File: src/pkg/post_pkg.sv
// constants, types and helpers shared by the checkpoint display and beep logic
// How it works
// - capture port 80h writes, show two hex digits
// - forward current checkpoint to front panel LCD
// - split checkpoint into four pairs, MSB first
// - each pair beeps its value plus one
// - all beeps of one derived code equal length
// - pause between groups longer than beep gap
// - derived codes beep only on faults before video ready
// - only listed error checkpoints sound derived codes
// - checkpoint 98 fault gives long then two
// - checkpoint B4 gives one short beep when no beep code is running
package post_pkg;

  // ---------------------------------------------------------------
  // clock and timing
  // ---------------------------------------------------------------
  localparam int unsigned CLK_HZ = 40_000_000;
  localparam int unsigned CYC_PER_MS = CLK_HZ / 1000;
  localparam int unsigned BEEP_MS = 200;
  localparam int unsigned GAP_MS = 150;
  localparam int unsigned PAUSE_MS = 600;
  localparam int unsigned LONG_MS = 700;
  localparam int unsigned TONE_HZ = 1000;
  localparam int unsigned BEEP_CYC = BEEP_MS * CYC_PER_MS;
  localparam int unsigned GAP_CYC = GAP_MS * CYC_PER_MS;
  localparam int unsigned PAUSE_CYC = PAUSE_MS * CYC_PER_MS;
  localparam int unsigned LONG_CYC = LONG_MS * CYC_PER_MS;
  localparam int unsigned TONE_HALF_CYC = CLK_HZ / (2 * TONE_HZ);

  // ---------------------------------------------------------------
  // checkpoint port and special codes
  // ---------------------------------------------------------------
  localparam logic [15:0] CKPT_PORT_ADDR = 16'h0080;
  localparam logic [7:0] CKPT_RESET_VAL = 8'h00;
  localparam logic [7:0] CKPT_ROM_SCAN = 8'h98;
  localparam logic [7:0] CKPT_BOOT = 8'hB4;
  localparam logic [2:0] GROUPS_DERIVED = 3'h4;
  localparam logic [2:0] GROUPS_ROM = 3'h2;
  localparam logic [2:0] GROUPS_BOOT = 3'h1;
  localparam logic [6:0] SEG_RESET_VAL = 7'h3F;

  typedef enum logic [1:0] {
    ST_IDLE = 2'b00,
    ST_TONE = 2'b01,
    ST_GAP = 2'b10,
    ST_PAUSE = 2'b11
  } beep_state_t;

  // checkpoints that own an error condition with a derived beep code
  function automatic logic is_error_code(input logic [7:0] code);
    case (code)
      8'h16, 8'h20, 8'h22, 8'h28, 8'h2C, 8'h46, 8'h58: is_error_code = 1'b1;
      default: is_error_code = 1'b0;
    endcase
  endfunction : is_error_code

  // beep count of one 2-bit group, made one-based
  function automatic logic [2:0] group_beeps(input logic [7:0] code, input logic [1:0] idx);
    logic [1:0] pair;
    pair = code[7 - 2 * idx -: 2];
    group_beeps = {1'b0, pair} + 3'h1;
  endfunction : group_beeps

endpackage : post_pkg

File: src/core/post_code_indicator.sv
// checkpoint capture, hex LED and LCD feed, and speaker beep-code sequencer
`timescale 1ns/100ps
module post_code_indicator #(
  parameter int unsigned BEEP_LEN = post_pkg::BEEP_CYC, // one beep, cycles
  parameter int unsigned GAP_LEN = post_pkg::GAP_CYC, // silence inside a burst
  parameter int unsigned PAUSE_LEN = post_pkg::PAUSE_CYC, // silence between groups
  parameter int unsigned LONG_LEN = post_pkg::LONG_CYC, // long beep
  parameter int unsigned TONE_HALF = post_pkg::TONE_HALF_CYC // tone half period
) (
  input wire logic clk_sys_in, // system clock, 40 MHz
  input wire logic rst_b_in, // async reset, active low
  input wire logic ce_in, // clock enable, freezes all state when low
  input wire logic io_wr_in, // host I/O write strobe
  input wire logic [15:0] io_addr_in, // host I/O address
  input wire logic [7:0] io_data_in, // host I/O write data
  input wire logic video_ready_in, // video display initialised
  input wire logic fault_in, // firmware reports failure at current checkpoint
  output logic [6:0] led_hi_seg_out, // upper hex digit segments
  output logic [6:0] led_lo_seg_out, // lower hex digit segments
  output logic [7:0] lcd_code_out, // checkpoint_code for front panel LCD
  output logic lcd_strobe_out, // new checkpoint_code pulse
  output logic speaker_out, // speaker drive
  output logic beep_busy_out // beep code in progress
);

  // ---------------------------------------------------------------
  // declarations
  // ---------------------------------------------------------------
  post_pkg::beep_state_t state_q;
  logic hit;
  logic [6:0] hi_seg;
  logic [6:0] lo_seg;
  logic start_derived;
  logic start_rom;
  logic start_boot;
  logic start_any;
  logic [2:0] cnt_q [4];
  logic [2:0] ngroups_q;
  logic long_first_q;
  logic [1:0] grp_q;
  logic [2:0] left_q;
  logic [31:0] timer_q;
  logic [31:0] tone_run_q;
  logic phase_end;
  logic more_groups;
  logic tone_level;
  logic long_now;

  // timer load for the beep about to sound, its length in cycles minus one
  function automatic logic [31:0] tone_len(input logic is_long);
    tone_len = is_long ? 32'(LONG_LEN - 1) : 32'(BEEP_LEN - 1);
  endfunction : tone_len

  // ---------------------------------------------------------------
  // checkpoint capture
  // ---------------------------------------------------------------
  assign hit = ce_in && io_wr_in && (io_addr_in == post_pkg::CKPT_PORT_ADDR);

  hex_seg_decode u_dec_hi (
    .nibble_in(io_data_in[7:4]),
    .seg_out(hi_seg)
  );

  hex_seg_decode u_dec_lo (
    .nibble_in(io_data_in[3:0]),
    .seg_out(lo_seg)
  );

  // latch port write
  // digits are decoded at capture so the outputs stay plain flops
  always_ff @(posedge clk_sys_in or negedge rst_b_in) begin
    if (!rst_b_in) begin
      led_hi_seg_out <= post_pkg::SEG_RESET_VAL;
      led_lo_seg_out <= post_pkg::SEG_RESET_VAL;
    end else if (hit) begin
      led_hi_seg_out <= hi_seg;
      led_lo_seg_out <= lo_seg;
    end
  end

  always_ff @(posedge clk_sys_in or negedge rst_b_in) begin
    if (!rst_b_in) begin
      lcd_code_out <= post_pkg::CKPT_RESET_VAL;
      lcd_strobe_out <= 1'b0;
    end else if (ce_in) begin
      lcd_strobe_out <= hit;
      if (hit) begin
        lcd_code_out <= io_data_in;
      end
    end
  end

  // ---------------------------------------------------------------
  // beep triggers
  // ---------------------------------------------------------------
  // gate on video state
  assign start_derived = ce_in && fault_in && !video_ready_in && post_pkg::is_error_code(lcd_code_out);
  assign start_rom = ce_in && fault_in && (lcd_code_out == post_pkg::CKPT_ROM_SCAN);
  assign start_boot = hit && (io_data_in == post_pkg::CKPT_BOOT);
  // a fault report restarts any sequence; a boot beep never cuts a fault code short
  assign start_any = start_derived || start_rom || (start_boot && state_q == post_pkg::ST_IDLE);

  always_ff @(posedge clk_sys_in or negedge rst_b_in) begin
    if (!rst_b_in) begin
      for (int i = 0; i < 4; i++) begin
        cnt_q[i] <= 3'h0;
      end
      ngroups_q <= 3'h0;
      long_first_q <= 1'b0;
    end else if (start_derived) begin
      for (int i = 0; i < 4; i++) begin
        cnt_q[i] <= post_pkg::group_beeps(lcd_code_out, 2'(i));
      end
      ngroups_q <= post_pkg::GROUPS_DERIVED;
      long_first_q <= 1'b0;
    end else if (start_rom) begin
      cnt_q[0] <= 3'h1;
      cnt_q[1] <= 3'h2;
      cnt_q[2] <= 3'h0;
      cnt_q[3] <= 3'h0;
      ngroups_q <= post_pkg::GROUPS_ROM;
      long_first_q <= 1'b1;
    end else if (start_any) begin
      cnt_q[0] <= 3'h1;
      cnt_q[1] <= 3'h0;
      cnt_q[2] <= 3'h0;
      cnt_q[3] <= 3'h0;
      ngroups_q <= post_pkg::GROUPS_BOOT;
      long_first_q <= 1'b0;
    end
  end

  // ---------------------------------------------------------------
  // sequencer
  // ---------------------------------------------------------------
  assign phase_end = ce_in && (timer_q == 32'h0000_0000);
  assign more_groups = ({1'b0, grp_q} + 3'h1) < ngroups_q;
  assign long_now = long_first_q && (grp_q == 2'h0);

  // start value of the first beep: long only for the option rom code
  function automatic logic first_long(input logic rom);
    first_long = rom;
  endfunction : first_long

  always_ff @(posedge clk_sys_in or negedge rst_b_in) begin
    if (!rst_b_in) begin
      state_q <= post_pkg::ST_IDLE;
      grp_q <= 2'h0;
      left_q <= 3'h0;
      timer_q <= 32'h0000_0000;
    end else if (ce_in) begin
      if (start_any) begin
        state_q <= post_pkg::ST_TONE;
        grp_q <= 2'h0;
        left_q <= start_derived ? post_pkg::group_beeps(lcd_code_out, 2'h0) : 3'h1;
        timer_q <= tone_len(first_long(start_rom && !start_derived));
      end else begin
        case (state_q)
          post_pkg::ST_IDLE: begin
            timer_q <= 32'h0000_0000;
          end
          post_pkg::ST_TONE: begin
            if (phase_end) begin
              left_q <= left_q - 3'h1;
              if (left_q > 3'h1) begin
                state_q <= post_pkg::ST_GAP;
                timer_q <= 32'(GAP_LEN - 1);
              end else if (more_groups) begin
                state_q <= post_pkg::ST_PAUSE;
                timer_q <= 32'(PAUSE_LEN - 1);
              end else begin
                state_q <= post_pkg::ST_IDLE;
              end
            end else begin
              timer_q <= timer_q - 32'h0000_0001;
            end
          end
          post_pkg::ST_GAP: begin
            if (phase_end) begin
              state_q <= post_pkg::ST_TONE;
              timer_q <= tone_len(long_now);
            end else begin
              timer_q <= timer_q - 32'h0000_0001;
            end
          end
          post_pkg::ST_PAUSE: begin
            if (phase_end) begin
              state_q <= post_pkg::ST_TONE;
              grp_q <= grp_q + 2'h1;
              left_q <= cnt_q[grp_q + 2'h1];
              timer_q <= tone_len(1'b0);
            end else begin
              timer_q <= timer_q - 32'h0000_0001;
            end
          end
          default: begin
            state_q <= post_pkg::ST_IDLE;
          end
        endcase
      end
    end
  end

  // ---------------------------------------------------------------
  // speaker drive
  // ---------------------------------------------------------------
  tone_gen #(
    .HALF_CYC(TONE_HALF)
  ) u_tone (
    .clk_sys_in(clk_sys_in),
    .rst_b_in(rst_b_in),
    .ce_in(ce_in),
    .en_in(state_q == post_pkg::ST_TONE),
    .level_out(tone_level)
  );

  // gate tone by state
  // speaker is silent outside TONE so gap and pause lengths are exact
  always_ff @(posedge clk_sys_in or negedge rst_b_in) begin
    if (!rst_b_in) begin
      speaker_out <= 1'b0;
      beep_busy_out <= 1'b0;
    end else if (ce_in) begin
      speaker_out <= (state_q == post_pkg::ST_TONE) && tone_level;
      beep_busy_out <= (state_q != post_pkg::ST_IDLE);
    end
  end

  // helper: cycles spent in the current beep, checked against BEEP_LEN for short beeps only
  always_ff @(posedge clk_sys_in or negedge rst_b_in) begin
    if (!rst_b_in) begin
      tone_run_q <= 32'h0000_0000;
    end else if (ce_in) begin
      if (start_any || state_q != post_pkg::ST_TONE) begin
        tone_run_q <= 32'h0000_0000;
      end else begin
        tone_run_q <= tone_run_q + 32'h0000_0001;
      end
    end
  end
endmodule : post_code_indicator

File: src/core/hex_seg_decode.sv
// hex nibble to seven-segment pattern, segments g..a, active high
`timescale 1ns/100ps
module hex_seg_decode (
  input wire logic [3:0] nibble_in, // hex digit
  output logic [6:0] seg_out // segment pattern gfedcba
);

  // ---------------------------------------------------------------
  // lookup
  // ---------------------------------------------------------------
  // plain table keeps the two digits identical in timing
  always_comb begin
    case (nibble_in)
      4'h0: seg_out = 7'h3F;
      4'h1: seg_out = 7'h06;
      4'h2: seg_out = 7'h5B;
      4'h3: seg_out = 7'h4F;
      4'h4: seg_out = 7'h66;
      4'h5: seg_out = 7'h6D;
      4'h6: seg_out = 7'h7D;
      4'h7: seg_out = 7'h07;
      4'h8: seg_out = 7'h7F;
      4'h9: seg_out = 7'h6F;
      4'hA: seg_out = 7'h77;
      4'hB: seg_out = 7'h7C;
      4'hC: seg_out = 7'h39;
      4'hD: seg_out = 7'h5E;
      4'hE: seg_out = 7'h79;
      default: seg_out = 7'h71;
    endcase
  end

endmodule : hex_seg_decode

File: src/core/tone_gen.sv
// square-wave tone source for the speaker, runs only while enabled
`timescale 1ns/100ps
module tone_gen #(
  parameter int unsigned HALF_CYC = post_pkg::TONE_HALF_CYC
) (
  input wire logic clk_sys_in, // system clock
  input wire logic rst_b_in, // async reset, active low
  input wire logic ce_in, // clock enable
  input wire logic en_in, // tone wanted
  output logic level_out // tone square wave
);

  logic [31:0] div_q;

  // ---------------------------------------------------------------
  // divider
  // ---------------------------------------------------------------
  // restarting on each enable gives every beep the same waveform phase
  always_ff @(posedge clk_sys_in or negedge rst_b_in) begin
    if (!rst_b_in) begin
      div_q <= 32'h0000_0000;
      level_out <= 1'b0;
    end else if (ce_in) begin
      if (!en_in) begin
        div_q <= 32'h0000_0000;
        level_out <= 1'b0;
      end else if (div_q == HALF_CYC - 1) begin
        div_q <= 32'h0000_0000;
        level_out <= !level_out;
      end else begin
        div_q <= div_q + 32'h0000_0001;
      end
    end
  end

endmodule : tone_gen

File: config.mk
export PLATFORM = sky130hd
export DESIGN_NAME = post_code_indicator
export DESIGN_NICKNAME = d
export VERILOG_FILES = /design/src/pkg/post_pkg.sv /design/src/core/post_code_indicator.sv /design/src/core/hex_seg_decode.sv /design/src/core/tone_gen.sv
export SDC_FILE = /design/constraint.sdc
export NUM_CORES = 1
export LEC_CHECK = 0
export ABC_AREA = 1
export BUFFER_PORTS_ARGS = -buffer_cell sky130_fd_sc_hd__buf_2
export CORE_UTILIZATION = 40
export CTS_CLUSTER_DIAMETER = 50
export DETAILED_ROUTE_END_ITERATION = 6
export PLACE_DENSITY = 0.55
export SYNTH_ARGS = -nofsm -noshare
export SYNTH_HDL_FRONTEND = slang
export SYNTH_SLANG_ARGS = --single-unit
File: constraint.sdc
create_clock -name clk_sys_in -period 2.1 [get_ports clk_sys_in]
set_input_delay 0.21 -clock clk_sys_in [delete_from_list [all_inputs] [get_ports clk_sys_in]]
set_output_delay 0.21 -clock clk_sys_in [all_outputs]
set_load 0.1 [all_outputs]
Word level (Yosys, flattened, before mapping)
Memory sizes are Yosys's and may differ from the RTL's. A register that Yosys moved wholly into a read port is not among the register bits. Index checks and enable logic that the tools add are counted.

Bits in registers: 99. Memory bits (read-only): 224. Bits of input ports: 30. Output and inout port bits: 25. Logic and storage cells: 126. Memories kept: 2.

Memories: (no name shown) (depth 16, width 7, rd ports 1, clocked after memory_dff 1, write ports 0, line hex_seg_decode.sv:13) `case (nibble_in)`; (no name shown) (depth 16, width 7, rd ports 1, clocked after memory_dff 1, write ports 0, line hex_seg_decode.sv:13).

Add/subtract/negate cells: 9. Order comparisons: 3. Equality and inequality tests: 19. Mux-type cells: 40. Bitwise gates (word level): 1. Reduce and logical (&&, ||, !) cells: 36.

Operators with widths (count): $mux 32 (8); $pmux 32 s4 (1); $mux 25 (2); $mux 12 (3); $add 32x1->32 const B (1); $eq 32x15->1 const B (1); $eq 8x6->1 const B (4); $logic_not 32->1 (1); $sub 32x1->32 const B (1); $mux 3 (9); $eq 16x8->1 const B (1); $eq 8x7->1 const B (2); $eq 8x8->1 const B (2); $mux 2 (8); $add 2x1->3 const B (5); $logic_and 1x1->1 (12); $reduce_bool 3->1 (3); $eq 8x5->1 const B (1); $reduce_and 4->1 (2); $reduce_or 7->1 (1); $bmux 3 s2 (1); $mux 1 (6); $ne 3x3->1 const B (2); $pmux 3 s2 (1); 19 further kinds (30).

Longest topological paths before layout
Gate-level depths: netlist of run 1.

Depth in word-level cells: 9. Depth in mapped cells: 16. Mapped depth without buffers: 16.

Hierarchy
A second synthesis of run 1 with hierarchy kept.

Cell total of the unflattened synthesis: 1150. Area, all modules: 7807.5 um^2.

Modules (own cells, without submodules): post_code_indicator (instances 1, cells an instance 691, area each 4994.8 um^2, sequential area each 1991.9 um^2); tone_gen (instances 1, cells an instance 355, area each 2272.2 um^2, sequential area each 825.8 um^2); hex_seg_decode (instances 2, cells an instance 52, area each 270.3 um^2, sequential area each 0.0 um^2).

Worst setup path before layout of run 1
OpenSTA, ideal clock, no wires.

Path type: register -> register. Start: reg lcd_code_out[6]. End: reg timer_q[5]. Setup time: 116 ps. Arrival: 2515 ps. Data required time: 1984 ps. Path slack: -531 ps. Cell stages (with the launch flop): 16. Path buffers: 0. Clock period less this slack: 2631 ps. Cell sequence: dfrtp_1 > inv_1 > ha_1 > nand2_1 > inv_2 > nand2_1 > nand2_1 > nor2_1 > nand2_1 > nand2_1 > nand3_4 > nor2_2 > inv_2 > o21a_1 > nand2_1 > nand2_1.

Longest elaborated chain between the ends: 8.

RTL lines: from (decl) (line post_code_indicator.sv:20) `output logic [7:0] lcd_code_out,`; from (signal assigned) (line post_code_indicator.sv:83) `lcd_code_out <= post_pkg::CKPT_RESET_VAL;`; from (signal assigned) (line post_code_indicator.sv:88) `lcd_code_out <= io_data_in;`; $eq 8x5->1 (tied with other cells) (line post_pkg.sv:52) `case (code)`; $reduce_or 7->1 (line post_pkg.sv:52); $mux 1 (line post_pkg.sv:52); $logic_and 1x1->1 (line post_code_indicator.sv:97) `assign start_derived = ce_in && fault_in && !video_ready_in && post_pkg::is_error_code(lcd_code_out);`; $logic_or 1x1->1 (*) (2 in a row) (line post_code_indicator.sv:101) `assign start_any = start_derived || start_rom || (start_boot && state_q == post_pkg::ST_IDLE);`; $ne 5x5->1 (no source line); $reduce_and 2->1 (no source line); to (signal assigned) (line post_code_indicator.sv:156) `timer_q <= tone_len(first_long(start_rom && !start_derived));`; to (signal assigned) (line post_code_indicator.sv:167) `timer_q <= 32'(GAP_LEN - 1);`; to (signal assigned) (line post_code_indicator.sv:170) `timer_q <= 32'(PAUSE_LEN - 1);`; to (decl) (line post_code_indicator.sv:42) `logic [31:0] timer_q;`.

Every way passes the cells marked *; elsewhere a longest branch is shown, timed or not. A chain may end at the register's enable or synchronous reset.

Worst setup path after layout of run 1
Start: reg timer_q[1]. End: reg timer_q[12].

Longest elaborated chain between the ends: 5.

RTL lines: branches (longest 5 deep; another with $sub 32x1->32).

Several ways; the timed one is not identified.

==> impl_metrics.tcl, run 1 <==
set metrics [dict create \
    synthMuxAreaShare_pct 0.152 \
    avgSynthCellArea_um2 7.23 \
    ant_nets 0 \
    syn2layout_area_growth_pct 25.0 \
    cp.arrival_ns 2.43 \
    cts_inserted_buffers 9 \
    dp_hpwl_um 15400 \
    status "finished, violations left" \
    grt_antenna_before_repair 0 \
    fin_crit_sh_pct 102 \
    max_freq_mhz 469 \
    dr.pass1.iters 5 \
    drive_above_1_share_pct 23.9 \
    ios 55 \
    ys.flop_type "dfrtp_1" \
    critical_path_required_ns 2.40 \
    worstSetupPathType "reg2reg" \
    drc 0 \
    violations "setup timing" \
    async_flop_share_pct 100 \
    synth-xor-area-share_pct 5.33 \
    yosysTopAreaCellShare_pct 33.8 \
    initial_utilization_pct 41.0 \
    relSlewSlack_pct 66.9 \
    nets 1219 \
    fin_crit_ns 2.13 \
    routed_via_density 5.12 \
    p_leak_nw 4.50 \
    synth-simple-area-share_pct 32.1 \
    grt_usage_pct 22.6 \
    grt_pass1_vias 6608 \
    place_ws_ns -0.0169 \
    clk_latency_ns 0.36 \
    cp_max_fo 6 \
    dieWidth_um 138 \
    grt_pass1_wl_um 33500 \
    drtIter0Drc 468 \
    grt_max_degree 61 \
    peakVddDrop_uv 779 \
    antennaDiodeCount 0 \
    tightestPinTransition_ns 0.492 \
    num_rows 49 \
    core_um2 18000 \
    n_fill_cell 1799 \
    reg2reg_from "timer_q[1]$_DFFE_PN0P_" \
    yosysSeqAreaShare_pct 38.1 \
    dieArea_um2 19000 \
    fp.dieH_um 138 \
    synth-compound-area-share_pct 10.6 \
    p_per_area_nw_per_um2 944 \
    clk_pin_slew_worst_paths_ns 0.08 \
    synth.area.top_cells "dfrtp_1 34%, nand2_1 14%, nor2_1 6.8%" \
    cts_tree "done" \
    finalWorstSetupSlack_ns -0.0315 \
    hold_viol_final 0 \
    cap_viol_max_count 0 \
    p_total_w 0.00873 \
    numPortBuffers 54 \
    postSynthCellCount 1023 \
    synth_top_family_by_area "simple AND/OR/NAND/NOR gates" \
    vias 7090 \
    slew_viol_final 0 \
    syn_nets 1090 \
    grt_overflow_total 0 \
    wl_um 20900 \
    endpoint_kind "flop" \
    clock-sinks 112 \
    setup_viol 18 \
    clockRootBuffer "clkbuf_16" \
    fin_worst_skew_ns 0.0126 \
    rr_endpoint "timer_q[12]$_DFFE_PN0P_" \
    hp-class "in2reg" \
    synthTopCellsByCount "281 x nand2_1, 134 x nor2_1, 102 x inv_1" \
    rsz0062_at_grt "true" \
    r2r_cells 13 \
    synth.distinct_cells 44 \
    critPathCapture "timer_q[12]$_DFFE_PN0P_" \
    cts_max_level 3 \
    synth_edf_count 0 \
    ys_ff_latch 112 \
    clock_path_buffers 2 \
    crit_start "timer_q[1]$_DFFE_PN0P_" \
    synthAdderAreaFrac_pct 6.26 \
    globalplace.congestion 0.936 \
    yosys_warnings 0 \
    start_kind "flop" \
    wire_per_inst_um 15.1 \
    synthDominantAreaCellType "dfrtp_1" \
    ff2ff_setup_slack_ns -0.03 \
    syn_area_um2 7390 \
    synth_most_common_cell "nand2_1" \
]
per-stage QoR:
| stage | cells | TNS, ns | utilization (%) | instance area [um2] | hold slack, ns |
|---|---|---|---|---|---|
| 2_1_floorplan | 1023 | 0 | - | 7450 | -0.0856 |
| 3_3_place_gp | 1357 | 0 | 47.1 | 8480 | 0.150 |
| 3_5_place_dp | 1357 | -0.0169 | 47.1 | 8480 | 0.151 |
| 4_1_cts | 1374 | 0 | 48.7 | 8780 | 0.160 |
| 5_1_grt | 1386 | -3.77 | 51.3 | 9240 | 0.217 |
| 6_report | 1386 | -0.219 | 51.3 | 9240 | 0.176 |
state kept, by name (all words and copies together), names as in the netlist:
| register | count |
|---|---|
| lcd_code_out | 8 |
| u_tone.div_q | 32 |
| speaker_out | 1 |
| led_lo_seg_out | 7 |
| timer_q | 32 |
| left_q | 3 |
| u_tone.level_out | 1 |
| led_hi_seg_out | 7 |
| state_q | 2 |
| beep_busy_out | 1 |
| grp_q | 2 |
| cnt_q | 12 |
| ngroups_q | 3 |
| lcd_strobe_out | 1 |
how the worst min path moves through the flow:
stage | from | end | slack (ns) | depth (start not counted)
3_3_place_gp | rst_b_in | timer_q[2]$_DFFE_PN0P_ | 0.15 | 1
2_1_floorplan | rst_b_in | beep_busy_out$_DFFE_PN0P_ | -0.09 | 0
5_1_grt | io_data_in[7] | led_hi_seg_out[2]$_DFFE_PN1P_ | 0.22 | 2
4_1_cts | io_data_in[7] | led_hi_seg_out[2]$_DFFE_PN1P_ | 0.16 | 2
6_report | io_data_in[7] | led_hi_seg_out[2]$_DFFE_PN1P_ | 0.18 | 2
3_5_place_dp | rst_b_in | timer_q[2]$_DFFE_PN0P_ | 0.15 | 1
timing repair:
| action | in CTS | in global routing |
|---|---|---|
| endpoints found under the hold margin | 15 | 0 |
| cloned | 0 | 6 |
| gates resized for setup | 2 | 92 |
| setup buffers | 0 | 6 |
| endpoints found under the setup margin | 5 | 46 |
| pin swaps | 1 | 24 |
| hold buffers | 1 | 0 |
power by group:
part	internal (W)	total, W	switching, W	leakage [nW]
clock	0.000868	0.00170	0.000834	0.143
sequential	0.00247	0.00284	0.000370	1.43
combinational	0.00162	0.00418	0.00256	2.93
total	0.00496	0.00873	0.00377	4.50
per-layer routing:
metal  up-vias  global-route usage (%)  wire (um)
met5         -                       0          0
met4         0                    5.13        284
met2       166                    37.4       9840
met1      3324                    30.7       9890
met3        19                    3.84        919
li1       3581                       -          -
critical path, cell delays in order, from the launching register on:
cell and delay, ns:
dfrtp_1 0.39, inv_1 0.12, ha_4 0.15, nand2_2 0.08, nor2_4 0.23, nand3_2 0.13
nor2_4 0.16, nand3_4 0.11, nor2_4 0.18, nand2_4 0.12, nand2_8 0.13, clkbuf_16 0.16
nand2_2 0.05, o21ai_1 0.07
layout by cell type, fill, tap and decap left out, drive strengths merged:
cell type	n
nand2	285
clkinvlp	1
nand3	50
o21bai	1
a22o	3
o21a	2
nor3	26
xor2	34
xnor2	11
nand3b	3
clkbuf	13
dfstp	12
dfrtp	100
nand4	29
or2	5
clkinv	5
o31ai	5
dlygate4sd3	1
buf	136
a21oi	33
inv	111
nor4	12
a32o	2
ha	37
a22oi	2
o21ai	82
o211ai	2
o22ai	5
o311ai	1
nor2	143
a31oi	4
mux2	1
cells by family (layout without fill, tap and decap cells):
logic type	count (synthesis)	after routing
DFF	112	112
and+or+nand+nor	552	553
AOI/OAI and AO/OA	142	142
buffers and inverters	134	267
muxes	1	1
adders and majority gates	37	37
xor gates and xnor gates	45	45
final cells by class:
type                       count  area [um2]  share of cell area, %
timing repair buffer         139        1050                   11.4
timing repair inverter         1        6.26                 0.0677
multi-input combinational    778        4330                   46.9
tap                          229         287                   3.10
clock inverter                 5        31.3                  0.338
inverter                     111         433                   4.68
sequential                   112        2850                   30.8
clock buffer                  11         253                   2.73
Note: power is estimated with default switching activity, not from simulation.
==> run 2, diff against run 1 <==
--- a/config.mk
+++ b/config.mk
@@ -7,10 +7,10 @@
 export LEC_CHECK = 0
 export ABC_AREA = 1
 export BUFFER_PORTS_ARGS = -buffer_cell sky130_fd_sc_hd__buf_2
-export CORE_UTILIZATION = 40
+export CORE_UTILIZATION = 35
 export CTS_CLUSTER_DIAMETER = 50
 export DETAILED_ROUTE_END_ITERATION = 6
-export PLACE_DENSITY = 0.55
+export PLACE_DENSITY = 0.49
 export SYNTH_ARGS = -nofsm -noshare
 export SYNTH_HDL_FRONTEND = slang
 export SYNTH_SLANG_ARGS = --single-unit
==> impl_metrics.tcl, run 2 (synthesized netlist as in run 1, its figures left out) <==
set metrics [dict create \
    p_leak_nw 4.56 \
    hp-class "in2reg" \
    grt_overflow_total 0 \
    nets 1224 \
    slew_viol_final 0 \
    initial_utilization_pct 36.1 \
    setup_viol 0 \
    drc 0 \
    reg_top3 "timer_q (32), u_tone.div_q (32), cnt_q (12)" \
    clock_path_buffers 2 \
    ff2ff_setup_slack_ns 0.06 \
    grt_max_degree 47 \
    dr.pass1.iters 6 \
    most-common-layout-cells "257 x nand2_1, 119 x nor2_1, 92 x inv_1, 92 x dfrtp_1, 83 x buf_4" \
    cts_max_level 3 \
    fin_worst_skew_ns 0.0140 \
    grt_pass1_vias 6821 \
    status "finished, final reports clean" \
    worstSetupPathType "reg2reg" \
    grt_pass1_wl_um 35600 \
    wl_um 21300 \
    routed_via_density 4.85 \
    critical_path_required_ns 2.35 \
    fin_crit_sh_pct 97.0 \
    ios 55 \
    hold_viol_final 0 \
    ant_nets 0 \
    cp_max_fo 10 \
    fp.dieH_um 147 \
    clock-sinks 112 \
    cts_tree "done" \
    dieArea_um2 21700 \
    rsz0062_at_grt "true" \
    p_per_area_nw_per_um2 931 \
    wire_per_inst_um 14.9 \
    start_kind "flop" \
    clockRootBuffer "clkbuf_16" \
    drive_above_1_share_pct 24.0 \
    final_util_pct 45.5 \
    mostFrequentLayoutCell "nand2_1" \
    place_inst 1413 \
    tns_ns 0 \
    final_cell_count_no_fill 1433 \
    globalplace.congestion 0.865 \
    cp.arrival_ns 2.28 \
    endpoint_kind "flop" \
    max_freq_mhz 491 \
    clk_pin_slew_worst_paths_ns 0.07 \
    vias 6950 \
    tightestPinTransition_ns 0.504 \
    clk_latency_ns 0.37 \
    fin_crit_ns 2.04 \
    core_um2 20500 \
    cts_inserted_buffers 9 \
    dieWidth_um 147 \
    relSlewSlack_pct 66.7 \
    peakVddDrop_uv 444 \
    dp_hpwl_um 16400 \
    syn2layout_area_growth_pct 26.0 \
    num_rows 52 \
    grt_antenna_before_repair 1 \
    cap_viol_max_count 0 \
    drtIter0Drc 279 \
    numPortBuffers 54 \
    grt_usage_pct 20.7 \
]
-- run 2: cell count changes in the layout (fill, tap and decap cells not counted), sizes merged --
cell / before / now
buf: 136 / 144
clkbuf: 13 / 14
clkinv: 5 / 2
diode: 0 / 1
nand2: 285 / 284
-- run 2: path summary, 6_finish.rpt --
check                                                 to  cells after the start                         from
setup / recovery                 timer_q[17]$_DFFE_PN0P_                     14  lcd_code_out[2]$_DFFE_PN0P_
hold / removal             led_hi_seg_out[2]$_DFFE_PN1P_                      2                io_data_in[7]
setup reg to reg                 timer_q[17]$_DFFE_PN0P_                     14  lcd_code_out[2]$_DFFE_PN0P_
hold reg to reg                  speaker_out$_DFFE_PN0P_                      2      speaker_out$_DFFE_PN0P_
max in group asynchronous   u_tone.div_q[25]$_DFFE_PN0P_                      3                     rst_b_in
min in group asynchronous         timer_q[1]$_DFFE_PN0P_                      2                     rst_b_in
-- run 2: worst max-delay path: stages (launching register included) --
cell       delay (ns)
dfrtp_4          0.53
ha_4             0.17
nand2_2          0.05
inv_2            0.03
nand2_1          0.06
nand2_1          0.06
nor2_2           0.11
nand2_2          0.08
nand2_4          0.09
nand3_4          0.11
nor2_4           0.16
nand2_4          0.09
nand2_8          0.14
clkbuf_16        0.17
o21ai_1          0.07
-- run 2: layout make-up --
class	instances	area, um2
clock inverters	3	25.0
inverters	111	427
clock buffers	13	270
diodes	1	2.50
well taps	270	338
repair buffers	146	1070
flip-flops and latches	112	2850
multi-input cells	777	4340
fillers	2114	11200
-- run 2: report_power, final --
| part | internal (W) | switching, W | total, W |
|---|---|---|---|
| Clock | 0.000910 | 0.000846 | 0.00176 |
| Sequential | 0.00247 | 0.000383 | 0.00286 |
| Combinational | 0.00161 | 0.00245 | 0.00407 |
-- run 2: what timing repair did --
action	in CTS	in global routing
cloned	0	1
hold buffers	1	0
endpoints found under the setup margin	7	46
resized for setup	1	84
setup buffers	0	1
pin swaps	0	29
endpoints found under the hold margin	18	0
-- run 2: per-layer routing --
metal	GRT usage, %	vias to the layer above	part of all wire [%]
li1	-	3586	-
met1	28.5	3248	49
met2	34.0	102	47
met3	3.42	14	3.3
met4	4.79	0	1.1
met5	0	-	0
-- run 2: through the flow --
| stage | setup slack [ns] | area [um2] | hold slack, ns | power, W |
|---|---|---|---|---|
| CTS | -0.00453 | 9000 | 0.153 | 0.00847 |
| global placement | 0.00573 | 8680 | 0.141 | 0.00667 |
| floorplan | 0.00103 | 7450 | -0.0856 | 0.00530 |
| global route | -0.0824 | 9320 | 0.202 | 0.00937 |
| detailed placement | -0.00207 | 8680 | 0.139 | 0.00666 |
| finish | 0.0624 | 9320 | 0.165 | 0.00868 |
